--- config.mk ---
export PLATFORM = sky130hd
export DESIGN_NAME = scr_config_bank
export DESIGN_NICKNAME = d
export VERILOG_FILES = /design/src/hdl/scr_pkg.sv /design/src/hdl/scr_config_bank.sv
export SDC_FILE = /design/constraint.sdc
export NUM_CORES = 1
export LEC_CHECK = 0
export ABC_AREA = 0
export BUFFER_PORTS_ARGS = -buffer_cell sky130_fd_sc_hd__buf_2
export CORE_MARGIN = 2
export CORE_UTILIZATION = 63
export CTS_BUF_LIST = sky130_fd_sc_hd__clkbuf_4
export DETAILED_ROUTE_END_ITERATION = 12
export GPL_ROUTABILITY_DRIVEN = 0
export PLACE_DENSITY = 0.89
export SETUP_SLACK_MARGIN = 0.2
export SYNTH_ARGS = -nofsm -noshare
export SYNTH_HDL_FRONTEND = slang
export SYNTH_SLANG_ARGS = --single-unit
--- constraint.sdc ---
create_clock -name clk -period 14.65 [get_ports clk]
set_input_delay 2.1975 -clock clk [delete_from_list [all_inputs] [get_ports clk]]
set_output_delay 2.1975 -clock clk [all_outputs]
set_load 0.01 [all_outputs]
--- src/hdl/scr_pkg.sv ---
// Constants for the synthesizer configuration register bank: latch codes,
// field positions, reset values and pin synchroniser depth.
// Assumes a single 25 MHz clock and a host on the three-wire serial port.
// How it works
// - Code 000 loads the integer/numerator word
// - Code 001 loads prescaler/phase/denominator word
// - Code 010 loads noise/mux/reference word
// - Code 011 loads the clock-divider word
// - Code 100 loads the output configuration word
// - Code 101 loads the miscellaneous configuration word
// - Integer divide value is bits 30:15
// - Numerator bits 14:3; host keeps below denominator
// - Prescaler select is bit 27
// - Phase word bits 26:15; host keeps below denominator
// - Fraction denominator is bits 14:3
// - Noise mode is bits 30:29
// - Dither on in low spur, off otherwise
// - Test output select is bits 28:26
// - Shadowed fields apply on next integer write
// - Divider select shadowed only while bit 13 high
// - Output divider ratio is bits 22:20
package scr_pkg;

   // Latch select codes in the three low bits
   localparam logic [2:0] LATCH_INT    = 3'h0;
   localparam logic [2:0] LATCH_PHASE  = 3'h1;
   localparam logic [2:0] LATCH_CONFIG = 3'h2;
   localparam logic [2:0] LATCH_CLKDIV = 3'h3;
   localparam logic [2:0] LATCH_OUTPUT = 3'h4;
   localparam logic [2:0] LATCH_MISC   = 3'h5;
   localparam int         LATCH_COUNT  = 6;
   localparam int         WORD_W       = 32;
   localparam int         CODE_W       = 3;

   // Integer/numerator word
   localparam int INT_LSB   = 15;
   localparam int INT_W     = 16;
   localparam int NUM_LSB   = 3;
   localparam int NUM_W     = 12;
   // Prescaler/phase/denominator word
   localparam int PRE_BIT   = 27;
   localparam int PHASE_LSB = 15;
   localparam int PHASE_W   = 12;
   localparam int DEN_LSB   = 3;
   localparam int DEN_W     = 12;
   // Noise/mux/reference word
   localparam int NOISE_LSB = 29;
   localparam int NOISE_W   = 2;
   localparam int TSEL_LSB  = 26;
   localparam int TSEL_W    = 3;
   localparam int DBL_BIT   = 25;
   localparam int REFDIV_BIT = 24;
   localparam int RCNT_LSB  = 14;
   localparam int RCNT_W    = 10;
   localparam int SHDIV_BIT = 13;
   localparam int CP_LSB    = 9;
   localparam int CP_W      = 3;
   localparam int LOCK_CYC_BIT = 8;
   localparam int LOCK_WIN_BIT = 7;
   localparam int PD_BIT    = 5;
   localparam int CP3S_BIT  = 4;
   localparam int CRST_BIT  = 3;
   // Clock-divider word
   localparam int BOOST_BIT = 18;
   localparam int CDM_LSB   = 15;
   localparam int CDM_W     = 2;
   localparam int CDV_LSB   = 3;
   localparam int CDV_W     = 12;
   // Output configuration word
   localparam int FB_BIT    = 23;
   localparam int DIV_LSB   = 20;
   localparam int DIV_W     = 3;
   localparam int MUTE_BIT  = 10;
   localparam int RFEN_BIT  = 5;
   localparam int PWR_LSB   = 3;
   localparam int PWR_W     = 2;
   // Miscellaneous word
   localparam int PULSE_LSB  = 30;
   localparam int PULSE_W    = 2;
   localparam int CANCEL_BIT = 29;
   localparam int LDPIN_LSB = 22;
   localparam int LDPIN_W   = 2;

   // Noise mode encoding
   localparam logic [1:0] NOISE_LOW_NOISE = 2'h0;
   localparam logic [1:0] NOISE_LOW_SPUR  = 2'h3;

   // Reset value of every latch image and field
   localparam logic [31:0] WORD_RESET = 32'h0000_0000;

   // Flip-flops between a pin and the logic that reads it
   localparam int SYNC_STAGES = 2;

endpackage

--- src/hdl/scr_config_bank.sv ---
// Configuration register bank of a fractional-N synthesizer, loaded over a
// three-wire serial port (serial clock, data, latch enable).
// Assumes the serial pins are asynchronous to clk; each pin level must stand
// for at least three clk periods so the oversampled edges are seen.
`timescale 1ns/1ps
module scr_config_bank (
   // Clock and reset
   input  wire logic        clk,
   input  wire logic        rst,
   // Serial programming pins
   input  wire logic        ser_clk,
   input  wire logic        ser_data,
   input  wire logic        latch_enable,
   // Load indication, one-hot per latch code
   output logic [5:0]       latch_loaded,
   // Integer/numerator fields
   output logic [15:0]      integer_value,
   output logic [11:0]      numerator_value,
   // Prescaler/phase/denominator fields
   output logic             prescaler_select,
   output logic [11:0]      phase_word,
   output logic [11:0]      fraction_denominator,
   // Noise/mux/reference fields
   output logic [1:0]       noise_mode,
   output logic             dither_enable,
   output logic [2:0]       test_output_select,
   output logic             ref_doubler,
   output logic             ref_div2,
   output logic [9:0]       ref_count,
   output logic             conditionally_shadowed_bits,
   output logic [2:0]       cp_current,
   output logic             lock_cycles_select,
   output logic             lock_window_select,
   output logic             power_down,
   output logic             cp_three_state,
   output logic             counter_reset,
   // Clock-divider fields
   output logic             boost_enable,
   output logic [1:0]       clk_div_mode,
   output logic [11:0]      clk_div_value,
   // Output configuration fields
   output logic             feedback_select,
   output logic [2:0]       divider_select,
   output logic             mute_till_lock,
   output logic             rf_out_enable,
   output logic [1:0]       output_power,
   // Miscellaneous fields
   output logic [1:0]       antibacklash_width,
   output logic             charge_cancel,
   output logic [1:0]       lock_pin_mode
);

   localparam int SW = scr_pkg::SYNC_STAGES;

   // Pin synchronisers; last stage kept for edge detection
   logic [SW:0]             sclk_sync;
   logic [SW-1:0]           sdata_sync;
   logic [SW:0]             le_sync;
   logic                    sclk_rise;
   logic                    le_rise;

   // Serial shift register and latched word
   logic [31:0]             shift_word;
   logic [2:0]              latch_select_code;
   logic                    load_int;
   logic                    load_phase;
   logic                    load_config;
   logic                    load_clkdiv;
   logic                    load_output;
   logic                    load_misc;

   // Staged values of shadowed fields, waiting for an integer-word load
   logic [11:0]             stage_phase;
   logic [11:0]             stage_den;
   logic                    stage_doubler;
   logic                    stage_div2;
   logic [9:0]              stage_rcount;
   logic [2:0]              stage_cp;
   logic [2:0]              stage_divider;
   logic                    shadowed_register_mark;

   always_ff @(posedge clk or posedge rst) begin
      if (rst) begin
         sclk_sync  <= '0;
         sdata_sync <= '0;
         le_sync    <= '0;
      end else begin
         sclk_sync  <= {sclk_sync[SW-1:0], ser_clk};
         sdata_sync <= {sdata_sync[SW-2:0], ser_data};
         le_sync    <= {le_sync[SW-1:0], latch_enable};
      end
   end

   assign sclk_rise = sclk_sync[SW-1] & ~sclk_sync[SW];
   assign le_rise   = le_sync[SW-1] & ~le_sync[SW];

   // Data is taken most significant bit first on each serial clock rise
   always_ff @(posedge clk or posedge rst) begin
      if (rst) begin
         shift_word <= scr_pkg::WORD_RESET;
      end else if (sclk_rise) begin
         shift_word <= {shift_word[30:0], sdata_sync[SW-1]};
      end
   end

   // Unused codes 110 and 111 load nothing
   assign latch_select_code = shift_word[scr_pkg::CODE_W-1:0];
   assign load_int    = le_rise && (latch_select_code == scr_pkg::LATCH_INT);
   assign load_phase  = le_rise && (latch_select_code == scr_pkg::LATCH_PHASE);
   assign load_config = le_rise && (latch_select_code == scr_pkg::LATCH_CONFIG);
   assign load_clkdiv = le_rise && (latch_select_code == scr_pkg::LATCH_CLKDIV);
   assign load_output = le_rise && (latch_select_code == scr_pkg::LATCH_OUTPUT);
   assign load_misc   = le_rise && (latch_select_code == scr_pkg::LATCH_MISC);

   always_ff @(posedge clk or posedge rst) begin
      if (rst) begin
         latch_loaded <= '0;
      end else begin
         latch_loaded <= {load_misc, load_output, load_clkdiv,
                          load_config, load_phase, load_int};
      end
   end

   // Integer word; its load also releases every staged shadowed value
   always_ff @(posedge clk or posedge rst) begin
      if (rst) begin
         integer_value   <= '0;
         numerator_value <= '0;
      end else if (load_int) begin
         integer_value   <= shift_word[scr_pkg::INT_LSB +: scr_pkg::INT_W];
         numerator_value <= shift_word[scr_pkg::NUM_LSB +: scr_pkg::NUM_W];
      end
   end

   // Prescaler takes effect at once; phase and denominator are staged
   always_ff @(posedge clk or posedge rst) begin
      if (rst) begin
         prescaler_select <= 1'b0;
         stage_phase      <= '0;
         stage_den        <= '0;
      end else if (load_phase) begin
         prescaler_select <= shift_word[scr_pkg::PRE_BIT];
         stage_phase      <= shift_word[scr_pkg::PHASE_LSB +: scr_pkg::PHASE_W];
         stage_den        <= shift_word[scr_pkg::DEN_LSB +: scr_pkg::DEN_W];
      end
   end

   // Reference and charge pump current fields are staged, the rest is immediate
   always_ff @(posedge clk or posedge rst) begin
      if (rst) begin
         noise_mode                  <= scr_pkg::NOISE_LOW_NOISE;
         dither_enable               <= 1'b0;
         test_output_select          <= '0;
         stage_doubler               <= 1'b0;
         stage_div2                  <= 1'b0;
         stage_rcount                <= '0;
         conditionally_shadowed_bits <= 1'b0;
         stage_cp                    <= '0;
         lock_cycles_select          <= 1'b0;
         lock_window_select          <= 1'b0;
         power_down                  <= 1'b0;
         cp_three_state              <= 1'b0;
         counter_reset               <= 1'b0;
      end else if (load_config) begin
         noise_mode         <= shift_word[scr_pkg::NOISE_LSB +: scr_pkg::NOISE_W];
         dither_enable      <= (shift_word[scr_pkg::NOISE_LSB +: scr_pkg::NOISE_W]
                                == scr_pkg::NOISE_LOW_SPUR);
         test_output_select <= shift_word[scr_pkg::TSEL_LSB +: scr_pkg::TSEL_W];
         stage_doubler      <= shift_word[scr_pkg::DBL_BIT];
         stage_div2         <= shift_word[scr_pkg::REFDIV_BIT];
         stage_rcount       <= shift_word[scr_pkg::RCNT_LSB +: scr_pkg::RCNT_W];
         conditionally_shadowed_bits <= shift_word[scr_pkg::SHDIV_BIT];
         stage_cp           <= shift_word[scr_pkg::CP_LSB +: scr_pkg::CP_W];
         lock_cycles_select <= shift_word[scr_pkg::LOCK_CYC_BIT];
         lock_window_select <= shift_word[scr_pkg::LOCK_WIN_BIT];
         power_down         <= shift_word[scr_pkg::PD_BIT];
         cp_three_state     <= shift_word[scr_pkg::CP3S_BIT];
         counter_reset      <= shift_word[scr_pkg::CRST_BIT];
      end
   end

   // Staged values move to the active fields on an integer-word load.
   // All six use the staged copy as it stood before this edge, so a shadowed
   // field written later waits for the following integer-word load.
   always_ff @(posedge clk or posedge rst) begin
      if (rst) begin
         phase_word           <= '0;
         fraction_denominator <= '0;
         ref_doubler          <= 1'b0;
         ref_div2             <= 1'b0;
         ref_count            <= '0;
         cp_current           <= '0;
      end else if (load_int) begin
         phase_word           <= stage_phase;
         fraction_denominator <= stage_den;
         ref_doubler          <= stage_doubler;
         ref_div2             <= stage_div2;
         ref_count            <= stage_rcount;
         cp_current           <= stage_cp;
      end
   end

   // Clock-divider word, all immediate
   always_ff @(posedge clk or posedge rst) begin
      if (rst) begin
         boost_enable  <= 1'b0;
         clk_div_mode  <= '0;
         clk_div_value <= '0;
      end else if (load_clkdiv) begin
         boost_enable  <= shift_word[scr_pkg::BOOST_BIT];
         clk_div_mode  <= shift_word[scr_pkg::CDM_LSB +: scr_pkg::CDM_W];
         clk_div_value <= shift_word[scr_pkg::CDV_LSB +: scr_pkg::CDV_W];
      end
   end

   // Output configuration word except the divider select
   always_ff @(posedge clk or posedge rst) begin
      if (rst) begin
         feedback_select <= 1'b0;
         mute_till_lock  <= 1'b0;
         rf_out_enable   <= 1'b0;
         output_power    <= '0;
      end else if (load_output) begin
         feedback_select <= shift_word[scr_pkg::FB_BIT];
         mute_till_lock  <= shift_word[scr_pkg::MUTE_BIT];
         rf_out_enable   <= shift_word[scr_pkg::RFEN_BIT];
         output_power    <= shift_word[scr_pkg::PWR_LSB +: scr_pkg::PWR_W];
      end
   end

   // Divider select: staged while shadowing is on, otherwise applied at once.
   // A pending staged value still waits for the integer-word load even if
   // shadowing is switched off meanwhile, so nothing is applied early.
   always_ff @(posedge clk or posedge rst) begin
      if (rst) begin
         stage_divider          <= '0;
         shadowed_register_mark <= 1'b0;
         divider_select         <= '0;
      end else begin
         if (load_output && conditionally_shadowed_bits) begin
            stage_divider          <= shift_word[scr_pkg::DIV_LSB +: scr_pkg::DIV_W];
            shadowed_register_mark <= 1'b1;
         end else if (load_output) begin
            divider_select         <= shift_word[scr_pkg::DIV_LSB +: scr_pkg::DIV_W];
            shadowed_register_mark <= 1'b0;
         end else if (load_int && shadowed_register_mark) begin
            divider_select         <= stage_divider;
            shadowed_register_mark <= 1'b0;
         end
      end
   end

   // Miscellaneous word; other positions are reserved and ignored
   always_ff @(posedge clk or posedge rst) begin
      if (rst) begin
         antibacklash_width <= '0;
         charge_cancel      <= 1'b0;
         lock_pin_mode      <= '0;
      end else if (load_misc) begin
         antibacklash_width <= shift_word[scr_pkg::PULSE_LSB +: scr_pkg::PULSE_W];
         charge_cancel      <= shift_word[scr_pkg::CANCEL_BIT];
         lock_pin_mode      <= shift_word[scr_pkg::LDPIN_LSB +: scr_pkg::LDPIN_W];
      end
   end

endmodule

# After elaboration in Yosys (flattened, before gate mapping)
# Index checks and enable logic that the tools add are counted.
# op_classes
mux	5
n_eq_ne	6
bitwise_logic	5
reduce_logical	12
# op_table
op	count
$logic_and 1x1->1	8
$eq 3x2->1 const B	2
$eq 3x3->1 const B	2
$mux 3	2
$eq 3x1->1 const B	1
$logic_not 3->1	1
$mux 1	3
$not 1->1	3
$reduce_bool 3->1	1
$and 1x1->1	2
$eq 2x2->1 const B	1
$reduce_and 2->1	1
$reduce_bool 2->1	1
# totals
elab_cells	70
inputBits	5
output_inout_bits	114
register_bits	197

# Longest topological paths before layout
# depth
word_depth	7
mapped_depth	6
mapped_depth_nobuf	3

# Least setup slack after synthesis
# Ideal clock, no wire load.
# synth_path
path_kind	register to output
start	reg conditionally_shadowed_bits
end	out conditionally_shadowed_bits
arrival_ns	0.417
n_path_buf	0
stages_incl_launch_ff	1
required_ns	12.452
slack_ns	12.035
path_cell_list	dfrtp_1
# synth_lines
element	line	text
start, declared	scr_config_bank.sv:30	output logic conditionally_shadowed_bits,
start signal, assigned	scr_config_bank.sv:172	conditionally_shadowed_bits <= shift_word[scr_pkg::SHDIV_BIT];
# No word-level cell between the ends.

# Final worst setup path
# layout_path
start	reg conditionally_shadowed_bits
end	out conditionally_shadowed_bits
# No word-level cell between the ends.

==> results.json <==
{
  "status": "finished clean",
  "synth_top_family_by_area": "multiplexers",
  "syn_area_mm2": 0.00730,
  "grt_max_degree": 119,
  "synthXorXnorAreaFrac_pct": 0,
  "post-cts-setup-buffer-count": 0,
  "clock_path_buffers": 2,
  "endpoint_kind": "output port",
  "num_rows": 39,
  "crit_type": "reg -> out",
  "synthDominantCellAreaShare_pct": 67.5,
  "chipHeight_um": 112,
  "syn_avg_cell_area_um2": 17.0,
  "die_area_mm2": 0.0125,
  "start_util_pct": 64.2,
  "die_w_um": 112,
  "path_clk_slew_ps": 140,
  "grt-ovfl-total": 0,
  "leakage_nw": 4.56,
  "place_hpwl_mm": 8.33,
  "drt-initial-drc-count": 180,
  "place_area_mm2": 0.00798,
  "synth_edf_count": 0,
  "cp-start-kind": "flop",
  "min_period_ps": 3410,
  "path_max_fanout": 7,
  "worstMarginPinSlew_ps": 973,
  "cts_buffers": 17,
  "coreArea_mm2": 0.0114,
  "synth_mux_area_share_pct": 27.6,
  "period_share_pct": 23.3,
  "grt_pass1_vias": 4096,
  "ant_nets": 0,
  "port_buffers": 118,
  "cts_sinks": 197,
  "synth_cell_types": 27,
  "max_freq_mhz": 294,
  "grt_usage_pct": 22.1,
  "syn_nets": 434,
  "worst-path-stages": 1,
  "ys.warnings.count": 0,
  "drive_above_1_share_pct": 58.1,
  "wire_per_inst_um": 18.4,
  "synthTopCellsByCount": "dfrtp_1 (197), mux2_2 (165), mux2_1 (13)",
  "ys_seq_elements": 197,
  "yosysMostFrequentCell": "dfrtp_1",
  "grt_pass1_wl_mm": 21.5,
  "antenna_cells": 0,
  "hold_viol": 0,
  "syn_inst": 429,
  "cts_root_buffer": "clkbuf_4",
  "htreeDepth": 4,
  "drv_slew": 0,
  "path_cells": "buf_2",
  "drt-pass1-iter-count": 4,
  "drt-vias-per-instance": 5.54,
  "synthArstFlopShare_pct": 100,
  "fin_skew_ps": 20.6,
  "synth_area_leaders": "dfrtp_1 (68%), mux2_2 (25%), mux2_1 (2.0%), buf_2 (0.55%), o221a_2 (0.46%)",
  "cpMaxStageDelayCell": "dfrtp_1",
  "rsz0062_at_grt": "no",
  "maxSlewHeadroom_pct": 35.2,
  "cts_resized": 0,
  "ff2ff_path_depth": 3,
  "power_density_mw_per_mm2": 142,
  "nets": 552,
  "cts_tree": "built",
  "whs_path_depth": 0,
  "hp-class": "reg -> reg",
  "required_ps": 12450,
  "synth-simple-area-share_pct": 2.21,
  "setup-tns-final_ps": 0,
  "drc": 0,
  "vias": 3887,
  "cp_top_family": "flip-flops",
  "maxCapViolations": 0,
  "synth_compound_area_share_pct": 0.771,
  "antenna_found_initial": 0,
  "ios": 119,
  "ys_seq_area_share_pct": 67.5,
  "setup_viol": 0,
  "insertion_delay_ps": 570,
  "area_growth_syn_to_layout_pct": 12.9,
  "crit_path_max_incr_delay_ps": 460,
  "post-synth-top-area-cell": "dfrtp_1",
  "max-vdd-ir-drop_uv": 82.8,
  "wl_mm": 12.9,
  "critPathBufInv": 1,
  "critPathArrivalTime_ps": 1210,
  "postCtsHoldBufs": 0,
  "synthFlopType": "dfrtp_1",
  "yosys.area_share.adder_pct": 0,
  "final_area_mm2": 0.00824
}
==> flip-flops by register name, indices dropped and copies added, names as in the netlist, 2 cells and up <==
name	count
antibacklash_width	2
clk_div_mode	2
clk_div_value	12
cp_current	3
divider_select	3
fraction_denominator	12
integer_value	16
latch_loaded	6
le_sync	3
lock_pin_mode	2
noise_mode	2
numerator_value	12
output_power	2
phase_word	12
ref_count	10
sclk_sync	3
sdata_sync	2
shift_word	32
stage_cp	3
stage_den	12
stage_divider	3
stage_phase	12
stage_rcount	10
test_output_select	3
==> kinds of logic after synthesis <==
group	Yosys count
compound gates	5
mux	179
simple gates	21
buf+inv	27
flops	197
==> per-stage QoR <==
step	util, %	instances	hold slack [ps]	power (mW)	worst slack [ps]
floorplan	-	429	331	0.822	7080
detailed placement	70.2	671	343	0.913	10720
global placement	70.2	671	332	0.898	10800
CTS	72.5	702	373	1.18	11200
global route	72.5	702	387	1.23	11130
finish	72.5	702	366	1.17	11240
==> power by group <==
group          switching [mW]  internal, mW
logic                  0.0924         0.109
clock network           0.167         0.102
registers              0.0675         0.629
total                   0.327         0.840
==> routing by layer <==
metal	routed length, um	vias to the layer above	share of wire (%)	GRT usage, %
met2	6430	98	50	35.5
li1	-	1755	-	-
met5	0	-	0	0
met3	651	14	5.0	7.57
met4	148	0	1.1	5.68
met1	5670	2020	44	29.6
==> layout by cell type, fill, tap and decap left out, types with 2 or more instances in the layout <==
master       n
buf_2      118
dfrtp_1    197
clkbuf_4    19
clkinv_1     3
o221a_2      3
or4_1        3
mux2_1      13
clkinv_2     5
or2_1        2
nand2b_1     2
mux2_2     165
clkinv_4     2
nand2_1      2
bufinv_16    2
inv_1        6
==> area by class of cell <==
cell class	count	area [um2]
flip-flops and latches	197	4930
fillers	741	3130
multi-input cells	205	2240
repair buffers	119	598
well taps	143	179
clock buffers	19	143
clock inverters	12	114
inverters	7	33.8
==> path summary, 6_finish.rpt <==
check / start / end / slack (ps)
min reg2reg: le_sync[0]$_DFF_PP0_ / le_sync[1]$_DFF_PP0_ / 370
max in group asynchronous: rst / antibacklash_width[1]$_DFFE_PP0P_ / 11370
max reg2reg: shift_word[2]$_DFFE_PP0P_ / stage_den[2]$_DFFE_PP0P_ / 12380
min in group asynchronous: rst / fraction_denominator[5]$_DFFE_PP0P_ / 1780
min: le_sync[0]$_DFF_PP0_ / le_sync[1]$_DFF_PP0_ / 370
max: conditionally_shadowed_bits$_DFFE_PP0P_ / conditionally_shadowed_bits / 11240
No activity file was read; power rests on OpenSTA's default activity.
